**config.mk**
```make
export PLATFORM = sky130hd
export DESIGN_NAME = unary_ops_unit
export DESIGN_NICKNAME = d
export VERILOG_FILES = /design/src/rtl/unary_ops_pkg.sv /design/src/rtl/unary_ops_unit.sv
export SDC_FILE = /design/constraint.sdc
export NUM_CORES = 1
export LEC_CHECK = 0
export ABC_AREA = 1
export BUFFER_PORTS_ARGS = -buffer_cell sky130_fd_sc_hd__buf_4
export CAP_MARGIN = 20
export CORE_UTILIZATION = 54
export DETAILED_ROUTE_END_ITERATION = 16
export GPL_TIMING_DRIVEN = 0
export PLACE_DENSITY = 0.81
export SYNTH_ARGS = -nofsm -noshare
export SYNTH_HDL_FRONTEND = slang
export SYNTH_SLANG_ARGS = --single-unit
```
**constraint.sdc**
```tcl
create_clock -name clk -period 4.1 [get_ports clk]
set_input_delay 0.41 -clock clk [delete_from_list [all_inputs] [get_ports clk]]
set_output_delay 0.41 -clock clk [all_outputs]
set_load 0.03 [all_outputs]
```
**src/rtl/unary_ops_pkg.sv**
```systemverilog
// Package: opcodes, flag layout, register offsets and cycle counts for the unary/compare unit
package unary_ops_pkg;

  // ---------------------------------------------------------------
  // Opcodes handled here
  // ---------------------------------------------------------------
  localparam logic [7:0] OP_CARRY_INVERT = 8'hef;
  localparam logic [7:0] OP_ZERO_FILL_R = 8'hb0;
  localparam logic [7:0] OP_ZERO_FILL_IND = 8'hb1;
  localparam logic [7:0] OP_INVERT_R = 8'h60;
  localparam logic [7:0] OP_INVERT_IND = 8'h61;
  localparam logic [7:0] OP_COMPARE_RR_W = 8'ha2;
  localparam logic [7:0] OP_COMPARE_RI_W = 8'ha3;
  localparam logic [7:0] OP_COMPARE_RR = 8'ha4;
  localparam logic [7:0] OP_COMPARE_RI = 8'ha5;
  localparam logic [7:0] OP_COMPARE_IMM = 8'ha6;
  localparam logic [7:0] OP_DECREMENT_R = 8'h00;
  localparam logic [7:0] OP_DECREMENT_IND = 8'h01;
  localparam logic [7:0] OP_INTERRUPT_DISABLE = 8'h8f;
  localparam logic [7:0] OP_INTERRUPT_ENABLE = 8'h9f;

  // ---------------------------------------------------------------
  // Flag bit positions inside the condition flag register
  // ---------------------------------------------------------------
  localparam int FLAG_C = 7;
  localparam int FLAG_Z = 6;
  localparam int FLAG_S = 5;
  localparam int FLAG_V = 4;
  localparam int FLAG_D = 3;
  localparam int FLAG_H = 2;

  // ---------------------------------------------------------------
  // Register map and reset values
  // ---------------------------------------------------------------
  localparam logic [7:0] ADDR_FLAGS = 8'hd5;
  localparam logic [7:0] ADDR_SYS_MODE = 8'hde;
  localparam int GLOBAL_INT_ENABLE_BIT = 2;
  localparam logic [7:0] FLAGS_RESET = 8'h00;
  localparam logic [7:0] SYS_MODE_RESET = 8'h00;
  localparam logic [7:0] BYTE_ZERO = 8'h00;
  localparam logic [7:0] OVF_DEC_FROM = 8'h80;

  // ---------------------------------------------------------------
  // Execution timing
  // ---------------------------------------------------------------
  localparam logic [2:0] CYCLES_SHORT = 3'h4;
  localparam logic [2:0] CYCLES_LONG = 3'h6;

  // Sequencer states
  typedef enum logic [1:0] {
    ST_IDLE = 2'b00,
    ST_BUSY = 2'b01
  } seq_e;

  // Instruction handed over by decode
  typedef struct packed {
    logic [7:0] opcode;
    logic [7:0] dst;  // Register address or pointer register
    logic [7:0] src;  // Register address or immediate byte
  } instr_s;

  // Register file write request
  typedef struct packed {
    logic we;
    logic [7:0] addr;
    logic [7:0] data;
  } rf_wr_s;

endpackage : unary_ops_pkg

```
**src/rtl/unary_ops_unit.sv**
```systemverilog
// Execution unit for carry invert, zero fill, invert, compare, decrement and interrupt enables
//
// Our own choice: strobed register access.
`timescale 1ns/1ns

// ---------------------------------------------------------------
// Overview
// ---------------------------------------------------------------
// An instruction is taken on the edge where issue is high and the unit idles.
// The unit then stays busy for the instruction's full cycle count.
// All results commit together on the last busy edge; done is high in the cycle after it.
// Operands are read combinationally from the register file through two ports.
// Port a fetches a pointer or the source, port b the final destination.
// An indirect compare source fetches its pointer in the first busy cycle,
// so the register file must hold operands steady while the unit is busy.
// Issue while busy is ignored; the decoder must wait for done.
// A software write in the commit cycle is dropped so the result wins.
// Interrupt pins cross two flip-flops before their edge sets a pending bit.
// A pending bit stays set while interrupts are disabled; a set beats a clear.

module unary_ops_unit
  import unary_ops_pkg::*;
#(
  parameter int NUM_IRQ = 8
) (
  input wire logic clk,
  input wire logic rst,
  input wire logic issue,                 // One-cycle start with instr
  input wire instr_s instr,               // Opcode and operand bytes
  output logic busy,                      // Unit is executing
  output logic done,                      // Cycle after an instruction's last busy cycle
  output logic pass_on,                   // Opcode not handled here
  output rf_wr_s rf_wr,                   // Register file write port
  output logic [7:0] rd_addr_a,           // Register file read address a
  input wire logic [7:0] rd_data_a,       // Read data for address a
  output logic [7:0] rd_addr_b,           // Register file read address b
  input wire logic [7:0] rd_data_b,       // Read data for address b
  input wire logic [NUM_IRQ-1:0] irq_in,  // Raw interrupt request pins
  output logic [NUM_IRQ-1:0] pending,     // Latched pending bits
  input wire logic [NUM_IRQ-1:0] pend_clear, // Clear from vectoring logic
  output logic vector_req,                // Request to vector to a handler
  output logic [7:0] flags,               // Condition flag register
  output logic [7:0] sys_mode,            // System mode register
  input wire logic [7:0] reg_addr,        // Software register port address
  input wire logic [7:0] reg_wdata,       // Software write data
  input wire logic reg_wr,                // Software write strobe
  input wire logic reg_rd,                // Software read strobe
  output logic [7:0] reg_rdata            // Read data, cycle after strobe
);

  // ---------------------------------------------------------------
  // State
  // ---------------------------------------------------------------
  // All registered state of the unit in one word
  typedef struct packed {
    seq_e seq;
    logic [2:0] cnt;
    instr_s cur;
    logic [7:0] ptr;  // Pointer fetched for an indirect compare source
    logic [7:0] flags;
    logic [7:0] sys_mode;
    logic [NUM_IRQ-1:0] irq_s1;
    logic [NUM_IRQ-1:0] irq_s2;
    logic [NUM_IRQ-1:0] irq_d;
    logic [NUM_IRQ-1:0] pending;
    rf_wr_s wr;
    logic done;
    logic pass_on;
    logic [7:0] rdata;
  } state_s;

  state_s st;       // Registered state
  state_s next_st;  // Next state

  // Subtract with flags: returns {borrow, overflow, diff}
  function automatic logic [9:0] sub8(input logic [7:0] a, input logic [7:0] b);
    logic [8:0] d;
    logic v;
    // Borrow is the ninth bit of the unsigned difference
    d = {1'b0, a} - {1'b0, b};
    // Overflow: signs differ and the result takes the source's sign
    v = (a[7] != b[7]) && (d[7] == b[7]);
    return {d[8], v, d[7:0]};
  endfunction : sub8

  // Cycle count for an opcode
  function automatic logic [2:0] cycles_of(input logic [7:0] op);
    // OP_COMPARE_RR_W is the only compare in the short form
    if (op == OP_COMPARE_RR_W) begin
      return CYCLES_SHORT;
    end
    // Every other compare form needs two more cycles
    if (op inside {OP_COMPARE_RI_W, OP_COMPARE_RR, OP_COMPARE_RI, OP_COMPARE_IMM}) begin
      return CYCLES_LONG;
    end
    return CYCLES_SHORT;
  endfunction : cycles_of

  // Opcode handled by this unit
  function automatic logic is_ours(input logic [7:0] op);
    return op inside {OP_CARRY_INVERT, OP_ZERO_FILL_R, OP_ZERO_FILL_IND, OP_INVERT_R,
                      OP_INVERT_IND, OP_COMPARE_RR_W, OP_COMPARE_RI_W, OP_COMPARE_RR,
                      OP_COMPARE_RI, OP_COMPARE_IMM, OP_DECREMENT_R, OP_DECREMENT_IND,
                      OP_INTERRUPT_DISABLE, OP_INTERRUPT_ENABLE};
  endfunction : is_ours

  // ---------------------------------------------------------------
  // Operand addressing
  // ---------------------------------------------------------------
  logic ind_dst;   // Destination reached through a pointer
  logic ind_src;   // Source reached through a pointer
  logic fetch_ptr; // First busy cycle of an indirect-source compare
  logic [7:0] dst_addr;
  logic [7:0] dst_val;
  logic [7:0] src_val;

  // Read port a fetches the pointer, port b the final operand
  always_comb begin
    ind_dst = st.cur.opcode inside {OP_ZERO_FILL_IND, OP_INVERT_IND, OP_DECREMENT_IND};
    ind_src = st.cur.opcode inside {OP_COMPARE_RI_W, OP_COMPARE_RI};
    fetch_ptr = ind_src && (st.cnt == CYCLES_LONG);
    // Indirect source: pointer register first, then the register it names
    if (ind_dst) begin
      rd_addr_a = st.cur.dst;
    end else if (ind_src && !fetch_ptr) begin
      rd_addr_a = st.ptr;
    end else begin
      rd_addr_a = st.cur.src;
    end
    dst_addr = ind_dst ? rd_data_a : st.cur.dst;
    rd_addr_b = dst_addr;
    dst_val = rd_data_b;
    // Immediate source is the instruction byte itself
    if (st.cur.opcode == OP_COMPARE_IMM) begin
      src_val = st.cur.src;
    end else begin
      src_val = rd_data_a;
    end
  end

  // Compare reads its indirect source in two steps through port a
  logic [7:0] src_final;
  assign src_final = src_val;

  // ---------------------------------------------------------------
  // Next state
  // ---------------------------------------------------------------
  always_comb begin
    logic [9:0] cmp;
    logic [7:0] res;
    logic last;
    cmp = '0;
    res = '0;
    next_st = st;
    next_st.done = 1'b0;
    next_st.pass_on = 1'b0;
    next_st.wr = '0;
    next_st.rdata = BYTE_ZERO;
    last = (st.seq == ST_BUSY) && (st.cnt == 3'h1);

    // Interrupt pins: two-stage sync, rising edge sets pending; set wins
    next_st.irq_s1 = irq_in;
    next_st.irq_s2 = st.irq_s1;
    next_st.irq_d = st.irq_s2;
    next_st.pending = (st.pending & ~pend_clear) | (st.irq_s2 & ~st.irq_d);

    unique case (st.seq)
      // Idle: take a new instruction or hand it on
      ST_IDLE: begin
        if (issue) begin
          if (is_ours(instr.opcode)) begin
            next_st.seq = ST_BUSY;
            next_st.cur = instr;
            next_st.cnt = cycles_of(instr.opcode);
          end else begin
            next_st.pass_on = 1'b1;
          end
        end
      end
      // Busy: count down, commit everything on the last cycle
      ST_BUSY: begin
        next_st.cnt = st.cnt - 3'h1;
        // Keep the pointer of an indirect compare source for later cycles
        if (fetch_ptr) begin
          next_st.ptr = rd_data_a;
        end
        if (last) begin
          next_st.seq = ST_IDLE;
          next_st.done = 1'b1;
          unique case (st.cur.opcode)
            // Only the carry bit moves
            OP_CARRY_INVERT: begin
              next_st.flags[FLAG_C] = ~st.flags[FLAG_C];
            end
            // Zero to the destination, flags kept
            OP_ZERO_FILL_R, OP_ZERO_FILL_IND: begin
              next_st.wr = '{we: 1'b1, addr: dst_addr, data: BYTE_ZERO};
            end
            // One's complement back to the destination
            OP_INVERT_R, OP_INVERT_IND: begin
              res = ~dst_val;
              next_st.wr = '{we: 1'b1, addr: dst_addr, data: res};
              next_st.flags[FLAG_Z] = (res == BYTE_ZERO);
              next_st.flags[FLAG_S] = res[7];
              next_st.flags[FLAG_V] = 1'b0;
            end
            // Flags only; neither operand is written
            OP_COMPARE_RR_W, OP_COMPARE_RI_W, OP_COMPARE_RR, OP_COMPARE_RI,
            OP_COMPARE_IMM: begin
              cmp = sub8(dst_val, src_final);
              next_st.flags[FLAG_C] = cmp[9];
              next_st.flags[FLAG_Z] = (cmp[7:0] == BYTE_ZERO);
              next_st.flags[FLAG_S] = cmp[7];
              next_st.flags[FLAG_V] = cmp[8];
            end
            // Destination minus one; carry, D and H kept
            OP_DECREMENT_R, OP_DECREMENT_IND: begin
              res = dst_val - 8'h01;
              next_st.wr = '{we: 1'b1, addr: dst_addr, data: res};
              next_st.flags[FLAG_Z] = (res == BYTE_ZERO);
              next_st.flags[FLAG_S] = res[7];
              next_st.flags[FLAG_V] = (dst_val == OVF_DEC_FROM);
            end
            // Global enable off; pending bits keep latching
            OP_INTERRUPT_DISABLE: begin
              next_st.sys_mode[GLOBAL_INT_ENABLE_BIT] = 1'b0;
            end
            // Global enable on; latched requests vector at once
            OP_INTERRUPT_ENABLE: begin
              next_st.sys_mode[GLOBAL_INT_ENABLE_BIT] = 1'b1;
            end
            // Cannot be reached: only handled opcodes enter busy
            default: begin
            end
          endcase
        end
      end
      // Unused state codes fall back to idle
      default: begin
        next_st.seq = ST_IDLE;
      end
    endcase

    // Software port: writes land except in the last busy cycle of any instruction
    if (reg_wr && !last) begin
      if (reg_addr == ADDR_FLAGS) begin
        next_st.flags = reg_wdata;
      end else if (reg_addr == ADDR_SYS_MODE) begin
        next_st.sys_mode = reg_wdata;
      end
    end
    // Read data stands one cycle; unmapped reads give zero
    if (reg_rd) begin
      if (reg_addr == ADDR_FLAGS) begin
        next_st.rdata = st.flags;
      end else if (reg_addr == ADDR_SYS_MODE) begin
        next_st.rdata = st.sys_mode;
      end
    end
  end

  // ---------------------------------------------------------------
  // State register
  // ---------------------------------------------------------------
  always_ff @(posedge clk or posedge rst) begin
    if (rst) begin
      st <= '{seq: ST_IDLE, cnt: 3'h0, cur: '0, ptr: 8'h00, flags: FLAGS_RESET,
              sys_mode: SYS_MODE_RESET, irq_s1: '0, irq_s2: '0, irq_d: '0,
              pending: '0, wr: '0, done: 1'b0, pass_on: 1'b0, rdata: BYTE_ZERO};
    end else begin
      st <= next_st;
    end
  end

  // ---------------------------------------------------------------
  // Outputs
  // ---------------------------------------------------------------
  // Handshake and data outputs come straight from the state word
  assign busy = (st.seq == ST_BUSY);
  assign done = st.done;
  assign pass_on = st.pass_on;
  assign rf_wr = st.wr;
  assign flags = st.flags;
  assign sys_mode = st.sys_mode;
  assign pending = st.pending;
  assign reg_rdata = st.rdata;
  // Vector only when enabled; pending held while disabled
  assign vector_req = st.sys_mode[GLOBAL_INT_ENABLE_BIT] && (|st.pending);

endmodule : unary_ops_unit

```
==> metrics.md <==
| Metric | Value |
|---|---|
| Post-CTS Resized | `0` |
| RSZ-0062 raised after global routing | `false` |
| #FFs+latches synth | `around 110` |
| Drt drc | `0` |
| Post-CTS Hold Fix Bufs | `0` |
| Overall power | `3.43 mW` |
| Slew @ Worst Pin | `slightly above 0.6 ns` |
| Seq/Total Area, Yosys | `47.5%` |
| Area Overhead vs Synth | `25.3%` |
| Drt first pass iters | `5` |
| Initial DRC count | `309` |
| Final ANT Viol Nets | `0` |
| Worst Setup Start Kind | `flop` |
| Nets@finish | `975` |
| Worst Clk Skew | `0.0154 ns` |
| Status | `completed` |
| Core Region | `10,400 um^2` |
| Initial antenna violation count | `0` |
| DP HPWL | `~10,000 um` |
| Final setup violation count | `0` |
| # Max-Cap Violations | `0` |
| Netlist Area Pre-Place | `5840 um^2` |
| Reg clk slew, reported paths | `0.11 ns` |
| Crit-path cells | `inv_1 -> nand2_1 -> nor2_1 -> nand2_1 -> clkbuf_1 -> o21ai_0 -> ha_1 -> a21oi_1 -> nor2_1 -> nor2_1 -> nand2_1 -> nand2_1 -> nand2_1 -> nand3_1 -> nand2_1 -> a21oi_1` |
| Worst-path fanout max | `10` |
| Warnings from Yosys | `0` |
| Top FF cell, synth | `dfrtp_1` |
| Std cell rows | `37` |
| Global placer's final weighted congestion | `0.923` |
| Via-to-Cell Ratio | `5.03` |
| Static leakage | `4.02 nW` |
| CP top delay family | `simple AND/OR/NAND/NOR gates` |
| Avg Cell Area, Syn | `8.05 um^2` |
| Clock latency on the worst-skew pair | `0.39 ns` |
| Grt ovf | `0` |
| Synth async-reset ratio | `100%` |
| Fraction of layout cells with a size suffix above 1 | `~29%` |
| Initial Util | `56.1%` |
| WP buf/inv | `2` |
| Slowest stage delay, CP | `0.44 ns` |
| # IOs | `146` |
| Total track usage | `approximately a quarter` |
| Clock sinks | `111` |
| Number of synthesized flops with an enable pin | `0` |
| Peak Freq | `323 MHz` |
| Vias | `5,152` |
| Largest net degree at the start of global routing | `66` |
| Root buffer selected by CTS | `clkbuf_8` |
| H-tree depth | `3` |
| Distinct cell type count after synthesis | `37` |
| Hold Crit Class | `primary input to async pin` |
| Bufs on Longest Clock Path | `2` |
| Mapped Nets | `818` |
| Pwr/cell area | `468 nW/um^2` |
| # port buffers | `145` |
| Post-Synthesis Cells | `726` |
| CTS tree | `built` |
| Setup crit end kind | `flop` |
| Critical path arrival | `3.41 ns` |
| Global-route wire length before repair | `about 23,000 um` |
| Rel. slew slack | `59.0%` |
| Crit-path slowest cell | `dfrtp_1` |
| Routed wire length | `13,400 um` |
| Routed len/inst | `13.1 um` |
| Diode count | `0` |
| Die area | `approximately 11,000 um^2` |
| Postcts setup bufs | `0` |
| Final hold vios | `0` |
| DIE HEIGHT | `106 um` |
| Crit path kind | `flop to flop` |
| Maximum VDD drop | `0.430 mV` |
| Vias in the first global route | `5,034` |
| Final Cycle Share | `roughly three quarters` |
| Finished Core Util | `between 70 and 80%` |
| Die X | `between 100 and 150 um` |
| Most frequent cell on the critical path | `nand2_1` |
| Final min period | `3.10 ns` |
| Total CTS buffers | `9` |
| Final Max Slew Viols | `0` |
| CP required | `about 4.4 ns` |
final cells by class:
| class | instances | area [um^2] |
|---|---|---|
| Buffer | 61 | 444 |
| Clock buffer | 12 | 155 |
| Clock inverter | 4 | 36.3 |
| Fill cell | 838 | 3090 |
| Inverter | 114 | 430 |
| Multi-Input combinational cell | 440 | 2190 |
| Sequential cell | 111 | 2780 |
| Tap cell | 136 | 170 |
| Timing Repair Buffer | 146 | 1120 |
path summary, 6_finish.rpt:
check / start / end / slack [ns] / cells past startpoint
setup / recovery: st[103]$_DFFE_PP0P_ / flags[7]$_DFF_PP0_ / 1.00 / 16
min in group clk: irq_in[1] / next_st[44]$_DFF_PP0_ / 0.13 / 1
hold reg to reg: next_st[46]$_DFF_PP0_ / next_st[38]$_DFF_PP0_ / 0.36 / 0
setup reg to reg: st[103]$_DFFE_PP0P_ / flags[7]$_DFF_PP0_ / 1.00 / 16
hold / removal: rst / rf_wr[11]$_DFF_PP0_ / 0.1 / 2
max in group asynchronous: rst / flags[6]$_DFF_PP0_ / 3.30 / 3
placed cells by master, fill, tap and decap left out, types with 5 or more instances in the layout:
master / count
nor2_1: 60
nand3_1: 30
nand2_1: 188
clkbuf_8: 11
nor2_2: 5
a21oi_1: 21
o21ai_2: 8
nand2_2: 5
o21a_1: 10
inv_2: 9
o21ai_1: 12
ha_1: 15
nand4_1: 9
o22ai_1: 13
inv_1: 104
o21ai_0: 35
buf_2: 6
dfrtp_1: 111
a31oi_1: 8
buf_4: 194
stage by stage:
| step | hold slack, ns | setup slack, ns | instances | TNS, ns | cell area [um^2] |
|---|---|---|---|---|---|
| final | 0.0975 | 1.00 | 1024 | 0 | 7320 |
| after global routing | 0.116 | 0.737 | 1024 | 0 | 7320 |
| after CTS | 0.119 | 1.09 | 1024 | 0 | 7320 |
| after detailed placement | 0.341 | 1.12 | 1008 | 0 | 7130 |
| after global placement | 0.332 | -0.343 | 1007 | -37.26 | 7100 |
| after floorplan | 0.331 | 0.759 | 726 | 0 | 5840 |
cells in the mapped netlist (2+ instances only):
| library cell | number | share of area, % |
|---|---|---|
| nand2_1 | 188 | 12 |
| dfrtp_1 | 111 | 48 |
| inv_1 | 105 | 6.7 |
| nor2_1 | 60 | 3.9 |
| buf_4 | 49 | 6.3 |
| o21ai_0 | 35 | 3.0 |
| nand3_1 | 30 | 2.6 |
| a21oi_1 | 21 | 1.8 |
| ha_1 | 15 | 3.2 |
| o22ai_1 | 13 | 1.4 |
| o21ai_1 | 12 | 1.0 |
| o21a_1 | 10 | 1.3 |
| inv_2 | 9 | 0.58 |
| nand4_1 | 9 | 0.96 |
| a31oi_1 | 8 | 0.86 |
| o21ai_2 | 8 | 1.2 |
| buf_2 | 6 | 0.51 |
| nand2_2 | 5 | 0.54 |
| nor2_2 | 5 | 0.54 |
| buf_6 | 3 | 0.58 |
| nand3b_1 | 3 | 0.39 |
| nor3_1 | 3 | 0.26 |
| clkbuf_1 | 2 | 0.13 |
| nand3_2 | 2 | 0.34 |
| xor2_1 | 2 | 0.30 |
per-layer routing:
metal	up-vias	track usage, %	part of all wire (%)
met1	2395	33.0	44
met2	181	44.2	50
met4	0	9.72	1.7
met5	-	0	0
met3	23	2.76	4.6
li1	2553	-	-
state kept, by name, indices dropped and copies added (netlist names):
| name | cells |
|---|---|
| pass_on | 1 |
| reg_rdata | 8 |
| done | 1 |
| flags | 8 |
| next_st | 16 |
| st | 44 |
| rf_wr | 17 |
| pending | 8 |
| sys_mode | 8 |
power breakdown:
part,total (mW),internal (mW),switching [mW],leakage (nW)
registers,1.42,1.27,0.152,1.37
clock network,0.635,0.262,0.373,0.0951
logic,1.37,0.528,0.842,2.55
total,3.43,2.06,1.37,4.02
cells by family after synthesis:
logic type	share of synthesized area (%)
compound gates	11.4
flops	47.5
simple gates	22.6
xor+xnor	0.300
fa+ha+maj	3.21
buf+inv	14.9
(Power assumes the default switching activity.)
